### src/verilog/cwh_defs.svh
// Register map, field positions and reset values of the standby controller
`ifndef CWH_DEFS_SVH
`define CWH_DEFS_SVH

// ==========================================================
// Bus geometry
`define CWH_ADDR_W 4
`define CWH_DATA_W 32
`define CWH_IDX_HI 3
`define CWH_IDX_LO 2
`define CWH_BE_LANE0 0

// ==========================================================
// Register indices (byte address is four times the index)
`define CWH_IDX_CTRL3 2'h0
`define CWH_IDX_DIV 2'h1
`define CWH_IDX_CFG 2'h2
`define CWH_IDX_STAT 2'h3

// ==========================================================
// system_clock_control_3 fields
`define CWH_B_WREQ 0
`define CWH_B_BYP 5
`define CWH_B_WSEL_LO 6
`define CWH_B_WSEL_HI 7

// Divide and source register fields
`define CWH_DIV_LSB 0
`define CWH_DIV_MSB 2
`define CWH_SRC_LSB 4
`define CWH_SRC_MSB 5

// Configuration register: 1 selects the halt variant
`define CWH_B_VARIANT 0

// Status register fields
`define CWH_ST_STATE_LSB 0
`define CWH_ST_STATE_MSB 2
`define CWH_ST_SRC_LSB 3
`define CWH_ST_SRC_MSB 4
`define CWH_ST_UNDIV 5
`define CWH_ST_HALT 6

// ==========================================================
// Codes and reset values
`define CWH_WSEL_KEEP 2'h0
`define CWH_WSEL_MAIN 2'h3
`define CWH_SRC_ONCHIP 2'h0
`define CWH_SRC_MAIN 2'h1
`define CWH_RST_DIV 3'h0
`define CWH_RST_SRC 2'h0
`define CWH_RST_WSEL 2'h0
`define CWH_RST_BYP 1'h0
`define CWH_RST_VARIANT 1'h0
`define CWH_DIV_NONE 3'h0
`define CWH_OSC_ALL 2'h3

`endif

### src/verilog/cwh_pkg.sv
// Types shared by the standby controller files
package cwh_pkg;

   // ==========================================================
   // Controller states, one-hot
   typedef enum logic [2:0] {
      CWH_ST_RUN = 3'b001,
      CWH_ST_STOP = 3'b010,
      CWH_ST_WAKE = 3'b100
   } cwh_state_t;

   // ==========================================================
   // CPU core to controller
   typedef struct packed {
      logic wait_instr;
      logic halt_instr;
      logic global_interrupt_enable;
   } cwh_cpu_req_t;

   // Controller to CPU core
   typedef struct packed {
      logic clk_en;
      logic stopped;
      logic resume;
      logic take_vector;
   } cwh_cpu_rsp_t;

endpackage : cwh_pkg

### src/verilog/cwh_clk_div.sv
// Power-of-two CPU clock enable divider
`timescale 1ns/100ps

module cwh_clk_div #(
   parameter int CODE_W = 3
) (
   // Clock and reset
   input wire logic clk,
   input wire logic reset,
   // Control
   input wire logic run,
   input wire logic [CODE_W-1:0] code,
   // Enable pulse
   output logic tick
);

   localparam int CNT_W = (2 ** CODE_W) - 1;

   if (CODE_W < 1 || CODE_W > 4)
   begin : g_bad_code
      $error("cwh_clk_div: CODE_W must be 1 to 4");
   end

   logic [CNT_W-1:0] cnt_q;
   logic [CNT_W-1:0] lim;
   logic tick_q;

   // Divide by two to the power of code; code 0 ticks every cycle
   assign lim = (CNT_W'(1) << code) - CNT_W'(1);

   // ==========================================================
   // Counter restarts while stopped so the first tick after a
   // wake-up comes one full period later, never a runt
   always_ff @(posedge clk)
   begin
      if (reset || !run || cnt_q >= lim)
         cnt_q <= '0;
      else
         cnt_q <= cnt_q + CNT_W'(1);
   end

   always_ff @(posedge clk)
   begin
      if (reset)
         tick_q <= 1'h0;
      else
         tick_q <= run && (cnt_q >= lim);
   end

   assign tick = tick_q;

endmodule : cwh_clk_div

### src/verilog/cwh_standby_ctrl.sv
// Standby controller: CPU clock gating in wait or halt state
`timescale 1ns/100ps
`include "cwh_defs.svh"

// What this block does
// - Wait variant: wait instruction enters wait; interrupts enabled first.
// - Wait variant: writing 1 to wait_request_bit enters wait.
// - Any peripheral interrupt request or reset ends wait or halt.
// - In wait, output pins keep their levels from just before entry.
// - Wait exit source: select 00b keeps prior source, 11b main osc.
// - Wait exit: bypass 1 runs undivided, bypass 0 uses divide bits.
// - Halt variant: only halt instruction enters halt; interrupts on first.
// - In halt, pins keep the levels from just before the instruction.
// - Halt exit resumes with the clock source used before entry.
// - Halt exit keeps the division ratio used before entry.
// - Halt stops only the CPU clock; oscillators and peripherals run.
module cwh_standby_ctrl #(
   parameter int PIN_W = 8,
   parameter int IRQ_W = 4
) (
   // Clock and reset
   input wire logic clk,
   input wire logic reset,
   // Avalon-MM register slave
   input wire logic [`CWH_ADDR_W-1:0] avs_address,
   input wire logic avs_read,
   input wire logic avs_write,
   input wire logic [`CWH_DATA_W-1:0] avs_writedata,
   input wire logic [3:0] avs_byteenable,
   output logic [`CWH_DATA_W-1:0] avs_readdata,
   output logic avs_waitrequest,
   // CPU core
   input wire cwh_pkg::cwh_cpu_req_t cpu_req,
   output cwh_pkg::cwh_cpu_rsp_t cpu_rsp,
   output logic [1:0] cpu_clk_src,
   // Peripheral interrupt requests
   input wire logic [IRQ_W-1:0] irq_req,
   // Output pins
   input wire logic [PIN_W-1:0] pin_in,
   output logic [PIN_W-1:0] pin_out,
   // Oscillators and peripheral clock
   output logic [1:0] osc_run,
   output logic periph_clk_en
);

   if (PIN_W < 1 || IRQ_W < 1)
   begin : g_bad_width
      $error("cwh_standby_ctrl: PIN_W and IRQ_W must be at least 1");
   end

   // ==========================================================
   // Declarations
   cwh_pkg::cwh_state_t state_q;
   cwh_pkg::cwh_state_t state_d;
   logic waitrequest_q;
   logic [`CWH_DATA_W-1:0] readdata_q;
   logic [`CWH_DATA_W-1:0] rdata_d;
   logic acc;
   logic lane0;
   logic wr_ctrl3;
   logic wr_div;
   logic wr_cfg;
   logic byp_q;
   logic [1:0] wsel_q;
   logic [2:0] div_q;
   logic [1:0] src_q;
   logic undiv_q;
   logic variant_q;
   logic kind_q;
   logic wait_go;
   logic halt_go;
   logic wake;
   logic run;
   logic tick;
   logic [2:0] div_code;
   logic stopped_q;
   logic resume_q;
   logic vec_q;
   logic [PIN_W-1:0] pin_q;
   logic [1:0] osc_q;
   logic periph_q;

   // Register index match, used for every write decode
   function automatic logic hit(
      input logic [`CWH_ADDR_W-1:0] a,
      input logic [1:0] idx
   );
      hit = (a[`CWH_IDX_HI:`CWH_IDX_LO] == idx);
   endfunction : hit

   // ==========================================================
   // Avalon-MM slave: one wait cycle, then the request is taken
   assign acc = !waitrequest_q && (avs_read || avs_write);
   assign lane0 = avs_byteenable[`CWH_BE_LANE0];
   assign wr_ctrl3 = acc && avs_write && lane0
      && hit(avs_address, `CWH_IDX_CTRL3);
   assign wr_div = acc && avs_write && lane0
      && hit(avs_address, `CWH_IDX_DIV);
   assign wr_cfg = acc && avs_write && lane0
      && hit(avs_address, `CWH_IDX_CFG);

   always_ff @(posedge clk)
   begin
      if (reset)
         waitrequest_q <= 1'h1;
      else if (!waitrequest_q)
         waitrequest_q <= 1'h1;
      else
         waitrequest_q <= !(avs_read || avs_write);
   end

   // Unmapped bits and reserved fields read as zero
   always_comb
   begin
      rdata_d = '0;
      unique case (avs_address[`CWH_IDX_HI:`CWH_IDX_LO])
         `CWH_IDX_CTRL3:
         begin
            rdata_d[`CWH_B_WREQ] = stopped_q && !kind_q;
            rdata_d[`CWH_B_BYP] = byp_q;
            rdata_d[`CWH_B_WSEL_HI:`CWH_B_WSEL_LO] = wsel_q;
         end
         `CWH_IDX_DIV:
         begin
            rdata_d[`CWH_DIV_MSB:`CWH_DIV_LSB] = div_q;
            rdata_d[`CWH_SRC_MSB:`CWH_SRC_LSB] = src_q;
         end
         `CWH_IDX_CFG:
            rdata_d[`CWH_B_VARIANT] = variant_q;
         `CWH_IDX_STAT:
         begin
            rdata_d[`CWH_ST_STATE_MSB:`CWH_ST_STATE_LSB] = state_q;
            rdata_d[`CWH_ST_SRC_MSB:`CWH_ST_SRC_LSB] = src_q;
            rdata_d[`CWH_ST_UNDIV] = undiv_q;
            rdata_d[`CWH_ST_HALT] = kind_q;
         end
      endcase
   end

   always_ff @(posedge clk)
   begin
      if (reset)
         readdata_q <= '0;
      else if (waitrequest_q && avs_read)
         readdata_q <= rdata_d;
   end

   // ==========================================================
   // Wake-up settings and variant select
   always_ff @(posedge clk)
   begin
      if (reset)
      begin
         byp_q <= `CWH_RST_BYP;
         wsel_q <= `CWH_RST_WSEL;
      end
      else if (wr_ctrl3)
      begin
         byp_q <= avs_writedata[`CWH_B_BYP];
         wsel_q <= avs_writedata[`CWH_B_WSEL_HI:`CWH_B_WSEL_LO];
      end
   end

   // Variant changes only while running, never mid-standby
   always_ff @(posedge clk)
   begin
      if (reset)
         variant_q <= `CWH_RST_VARIANT;
      else if (wr_cfg && state_q == cwh_pkg::CWH_ST_RUN)
         variant_q <= avs_writedata[`CWH_B_VARIANT];
   end

   // ==========================================================
   // Entry and exit conditions
   assign wait_go = state_q == cwh_pkg::CWH_ST_RUN && !variant_q
      && (cpu_req.wait_instr
      || (wr_ctrl3 && avs_writedata[`CWH_B_WREQ]));
   assign halt_go = state_q == cwh_pkg::CWH_ST_RUN && variant_q
      && cpu_req.halt_instr;
   // Mask gating sits in the interrupt controller upstream
   assign wake = state_q == cwh_pkg::CWH_ST_STOP && |irq_req;

   always_comb
   begin
      state_d = state_q;
      unique case (state_q)
         cwh_pkg::CWH_ST_RUN:
            if (wait_go || halt_go)
               state_d = cwh_pkg::CWH_ST_STOP;
         cwh_pkg::CWH_ST_STOP:
            if (wake)
               state_d = cwh_pkg::CWH_ST_WAKE;
         cwh_pkg::CWH_ST_WAKE:
            state_d = cwh_pkg::CWH_ST_RUN;
         default:
            state_d = cwh_pkg::CWH_ST_RUN;
      endcase
   end

   always_ff @(posedge clk)
   begin
      if (reset)
         state_q <= cwh_pkg::CWH_ST_RUN;
      else
         state_q <= state_d;
   end

   // Remembers which standby was entered, since exit differs
   always_ff @(posedge clk)
   begin
      if (reset)
         kind_q <= 1'h0;
      else if (halt_go)
         kind_q <= 1'h1;
      else if (wait_go)
         kind_q <= 1'h0;
   end

   // ==========================================================
   // CPU clock source and division ratio
   always_ff @(posedge clk)
   begin
      if (reset)
      begin
         src_q <= `CWH_RST_SRC;
         div_q <= `CWH_RST_DIV;
         undiv_q <= 1'h0;
      end
      else if (wake && !kind_q)
      begin
         if (wsel_q == `CWH_WSEL_MAIN)
            src_q <= `CWH_SRC_MAIN;
         undiv_q <= byp_q;
      end
      else if (wr_div && state_q == cwh_pkg::CWH_ST_RUN)
      begin
         div_q <= avs_writedata[`CWH_DIV_MSB:`CWH_DIV_LSB];
         src_q <= avs_writedata[`CWH_SRC_MSB:`CWH_SRC_LSB];
         undiv_q <= 1'h0;
      end
      // Halt exit touches neither source nor ratio
   end

   assign div_code = undiv_q ? `CWH_DIV_NONE : div_q;
   // Gate on the next state so no enable leaks into standby
   assign run = state_d == cwh_pkg::CWH_ST_RUN;

   cwh_clk_div #(
      .CODE_W(3)
   ) u_div (
      .clk(clk),
      .reset(reset),
      .run(run),
      .code(div_code),
      .tick(tick)
   );

   // ==========================================================
   // Resume indication to the CPU core
   always_ff @(posedge clk)
   begin
      if (reset)
         stopped_q <= 1'h0;
      else
         stopped_q <= !run;
   end

   always_ff @(posedge clk)
   begin
      if (reset)
         resume_q <= 1'h0;
      else
         resume_q <= wake;
   end

   // Interrupts disabled means continue after the entry instruction
   always_ff @(posedge clk)
   begin
      if (reset)
         vec_q <= 1'h0;
      else if (wake)
         vec_q <= cpu_req.global_interrupt_enable;
   end

   // ==========================================================
   // Pin hold: capture only while running
   always_ff @(posedge clk)
   begin
      if (reset)
         pin_q <= '0;
      else if (state_q == cwh_pkg::CWH_ST_RUN)
         pin_q <= pin_in;
   end

   // Oscillators and peripheral clock never stop in this block
   always_ff @(posedge clk)
   begin
      if (reset)
      begin
         osc_q <= `CWH_OSC_ALL;
         periph_q <= 1'h1;
      end
      else
      begin
         osc_q <= `CWH_OSC_ALL;
         periph_q <= 1'h1;
      end
   end

   // ==========================================================
   // Outputs
   assign avs_waitrequest = waitrequest_q;
   assign avs_readdata = readdata_q;
   assign cpu_rsp = cwh_pkg::cwh_cpu_rsp_t'{
      clk_en: tick,
      stopped: stopped_q,
      resume: resume_q,
      take_vector: vec_q
   };
   assign cpu_clk_src = src_q;
   assign pin_out = pin_q;
   assign osc_run = osc_q;
   assign periph_clk_en = periph_q;
endmodule : cwh_standby_ctrl

### config.mk
export PLATFORM = sky130hd
export DESIGN_NAME = cwh_standby_ctrl
export DESIGN_NICKNAME = d
export VERILOG_FILES = /design/src/verilog/cwh_pkg.sv /design/src/verilog/cwh_clk_div.sv /design/src/verilog/cwh_standby_ctrl.sv
export VERILOG_INCLUDE_DIRS = /design/src /design/src/verilog
export SDC_FILE = /design/constraint.sdc
export NUM_CORES = 1
export LEC_CHECK = 0
export ABC_AREA = 0
export BUFFER_PORTS_ARGS = -buffer_cell sky130_fd_sc_hd__buf_2
export CORE_AREA = 3 3 74 76
export DETAILED_ROUTE_END_ITERATION = 6
export DIE_AREA = 0 0 77 79
export GPL_ROUTABILITY_DRIVEN = 0
export PLACE_DENSITY = 0.87
export SLEW_MARGIN = 40
export SYNTH_ARGS = -nofsm -noshare
export SYNTH_HDL_FRONTEND = slang
export SYNTH_SLANG_ARGS = --single-unit
### constraint.sdc
create_clock -name clk -period 2.4 [get_ports clk]
set_input_delay 0.12 -clock clk [delete_from_list [all_inputs] [get_ports clk]]
set_output_delay 0.12 -clock clk [all_outputs]
set_load 0.05 [all_outputs]
==> flow_summary_export.csv <==
group,metric,value,unit
global_route,grt-ovfl-total,0,
logic_synthesis,yosys_warnings,0,
floorplanning,die_area,0.00608,mm²
floorplanning,start_util,0.463,
logic_synthesis,synth_seq_cells,42,
finish,stdcell_count,375,
drt,wire_per_inst,13.5,µm
logic_synthesis,synth_area,0.00222,mm²
finish,final_layout_size_suffix_gt1_frac,0.263,
global_route,grt_usage,0.169,
sta,clock_skew,0.00633,ns
logic_synthesis,synthAdderAreaFrac,0.0847,
critical_path,cp.required,2.60,ns
logic_synthesis,synth_compound_area_frac,0.138,
global_route,grt_pass1_vias,1872,
drt,vias_per_cell,5.08,
global_route,grt_max_degree,40,
sta,period_minus_slack,2.30,ns
critical_path,worstRegToRegCells,11,
finish,nets,381,
hold_path,min_path_type,"in2reg",
power_and_ir_drop,powerDensity,669,mW/mm²
logic_synthesis,synthMuxAreaShare,0.0226,
logic_synthesis,avgSynthCellArea,8.56,µm²
logic_synthesis,syn_inst,259,
global_route,antenna_found_initial,0,
floorplanning,rows,25,
clock_tree,postCtsSetupBuffers,0,
sta,final_max_slew_viol_count,0,
drt,vias,1905,
finish,area_growth,17.8,%
logic_synthesis,synth_xor_area_frac,0.0237,
run_status,status,"complete, no violations",
drt,routed_wl,5.08,mm
clock_tree,cts_root_buffer,"clkbuf_8",
sta,setup_viol,0,
drt,ant_nets,0,
floorplanning,core_region_area,0.00479,mm²
clock_tree,tritoncts,"built",
drt,firstDrtPassIters,5,
floorplanning,die-height,79,µm
logic_synthesis,synthSimpleGateAreaFrac,0.213,
critical_path,crit_path_end,"u_div.cnt_q[0]$_SDFF_PP0_",
logic_synthesis,synth_top_family_by_area,"simple AND/OR/NAND/NOR gates",
placed_design,io_buffer_count,51,
sta,worst_pin_slew,0.727,ns
critical_path,reg2reg_from,"div_q[2]$_SDFFE_PP0P_",
job,maxCapViolations,0,
clock_tree,cts_buffers,5,
clock_tree,cts-htree-levels,2,
power_and_ir_drop,total_power,1750,µW
critical_path,cp.arrival,2.50,ns
logic_synthesis,ys_types,44,
finish,num_antenna_cells,0,
placed_design,dp_hpwl,3.64,mm
sta,finalHoldViolations,0,
sta,fin_crit_sh,0.958,
critical_path,reg2reg_to,"u_div.cnt_q[0]$_SDFF_PP0_",
critical_path,end_kind,"flop",
clock_tree,clkTransAtPathRegs,0.08,ns
sta,slew_headroom,0.511,
clock_tree,clock_latency,0.30,ns
logic_synthesis,yosysSeqAreaShare,0.379,
critical_path,crit_fanout,8,
critical_path,r2r_slack,0.10,ns
critical_path,critPathLaunchType,"flop",
floorplanning,ioPinCount,109,
power_and_ir_drop,peakVddDrop,0.512,mV
clock_tree,postCtsHoldBufs,0,
finish,post-route-util,0.546,
global_route,grt_pass1_wl,8.40,mm
clock_tree,clock_sink_count,42,
sta,fmax,435,MHz
critical_path,setup.worst_path.start,"div_q[2]$_SDFFE_PP0P_",
critical_path,critPathKind,"reg2reg",
drt,drtIter0Drc,125,
clock_tree,cts.path.max_buffers,2,
floorplanning,chipWidth,77,µm
power_and_ir_drop,p_leak,0.00117,µW
placed_design,dp_cells,367,
drt,post-route-drc-count,0,
[how the worst min path moves through the flow]
stage | start | to | slack (ns) | depth (start not counted)
after floorplan | avs_read | avs_waitrequest$_SDFF_PP1_ | 0.24 | 1
after global placement | avs_read | avs_waitrequest$_SDFF_PP1_ | 0.35 | 2
after detailed placement | avs_read | avs_waitrequest$_SDFF_PP1_ | 0.36 | 2
after CTS | avs_read | avs_waitrequest$_SDFF_PP1_ | 0.04 | 2
after global routing | pin_in[2] | pin_out[2]$_SDFFE_PP0P_ | 0.04 | 3
final | avs_read | avs_waitrequest$_SDFF_PP1_ | 0.05 | 2
[synthesized netlist by cell type]
library cell	instances	share of area
dfxtp_1	42	0.38
nand2_1	34	0.058
buf_4	31	0.10
a21oi_1	21	0.047
nor2_1	19	0.032
ha_1	15	0.085
nor3_1	9	0.020
clkbuf_1	7	0.012
inv_1	7	0.012
nor4_1	7	0.020
o21ai_0	6	0.014
mux2i_1	5	0.023
nand3_1	5	0.011
xnor2_1	4	0.016
a221oi_1	3	0.012
nand3b_1	3	0.010
o21a_1	3	0.010
a21o_1	2	0.0068
a222oi_1	2	0.0090
a31oi_1	2	0.0056
and2_1	2	0.0056
conb_1	2	0.0034
nand2b_1	2	0.0056
nand4_1	2	0.0056
nor2b_1	2	0.0056
nor3b_1	2	0.0068
o21ai_1	2	0.0045
xor2_1	2	0.0079
a211o_1	1	0.0040
a211oi_1	1	0.0034
a211oi_2	1	0.0056
a22oi_1	1	0.0034
and4b_1	1	0.0045
buf_2	1	0.0023
buf_6	1	0.0051
nand4_2	1	0.0056
nor3_2	1	0.0045
nor4_2	1	0.0056
nor4b_1	1	0.0040
o211ai_1	1	0.0034
o21ai_2	1	0.0040
o41a_1	1	0.0051
or3b_1	1	0.0040
or3b_2	1	0.0040
[layer usage]
metal / vias up / wire [µm] / global-route usage / share of wire
met3: 8 / 319 / 0.0317 / 0.063
met4: 0 / 89 / 0.0676 / 0.018
met2: 69 / 2460 / 0.297 / 0.49
li1: 935 / - / - / -
met1: 893 / 2200 / 0.203 / 0.43
met5: - / 0 / 0 / 0
[logic make-up (layout without fill, tap and decap cells)]
family                     count (synthesis)  after routing
AOI/OAI and AO/OA                         48             48
buffers and inverters                     47             71
and+or+nand+nor                           94             94
DFF                                       42             42
muxes                                      5              5
adders and majority gates                 15             15
xor gates and xnor gates                   6              6
other                                      2             27
[sequential cells by signal, indices dropped and copies added, names as in the netlist]
register,flops
avs_waitrequest,1
cpu_clk_src,2
vec_q,1
u_div.tick,1
state_q,3
avs_readdata,8
variant_q,1
kind_q,1
pin_out,8
resume_q,1
div_q,3
byp_q,1
undiv_q,1
wsel_q,2
stopped_q,1
u_div.cnt_q,7
[final cells by class]
cell class              count  area [µm²]
fillers                   430        2170
multi-input cells         195        1220
flip-flops and latches     42         846
repair buffers             56         293
well taps                  67        83.8
clock buffers               5        68.8
clock inverters             3        68.8
inverters                   7        26.3
[report_power, final]
group	switching [µW]	total, µW	internal (µW)
registers	15.4	737	721
clock network	253	669	417
logic	267	340	72.6
total	535	1750	1210
[metrics by stage]
stage	hold slack, ns	instance area [µm²]	TNS [ns]	setup WS [ns]
2_1_floorplan	0.236	2310	0	0.174
3_3_place_gp	0.346	2410	0	0.103
3_5_place_dp	0.357	2410	-0.0715	-0.0315
4_1_cts	0.0404	2550	0	0.000772
5_1_grt	0.0407	2610	-0.0273	-0.0273
6_report	0.0468	2610	0	0.102
[cells in the final DEF, fill, tap and decap left out, types with 2 or more instances in the layout]
cell	count
nand3b_1	3
nor3_1	8
a222oi_1	2
clkbuf_8	5
a21oi_1	20
nand3_1	5
and2_1	2
a21o_1	2
o21a_1	3
a221oi_1	3
nor4_1	5
conb_1	27
buf_2	51
nor3_2	2
dfxtp_1	40
a31oi_1	2
bufinv_16	2
xnor2_1	4
o21ai_0	6
nor2b_1	2
nor2_1	18
buf_4	5
nand2_1	34
nor4_2	3
xor2_1	2
nand4_1	2
mux2i_1	5
nor3b_1	2
inv_1	7
ha_1	13
nand2b_1	2
[worst max-delay path, cell delays in order (launching register included)]
cell and delay [ns]:
dfxtp_4 0.37, nor3_2 0.18, nor2_1 0.09, ha_2 0.20
nor3_1 0.15, a21oi_1 0.07, o21a_1 0.21, ha_4 0.22
o21a_1 0.11, a21oi_2 0.19, o21ai_4 0.13, nor4_2 0.29
[timing repair]
item	4_1_cts	5_1_grt
hold endpoints to repair	0	0
pin swaps	2	3
resized for setup	1	12
endpoints found under the setup margin	8	8
No activity file was read; power rests on OpenSTA's default activity.
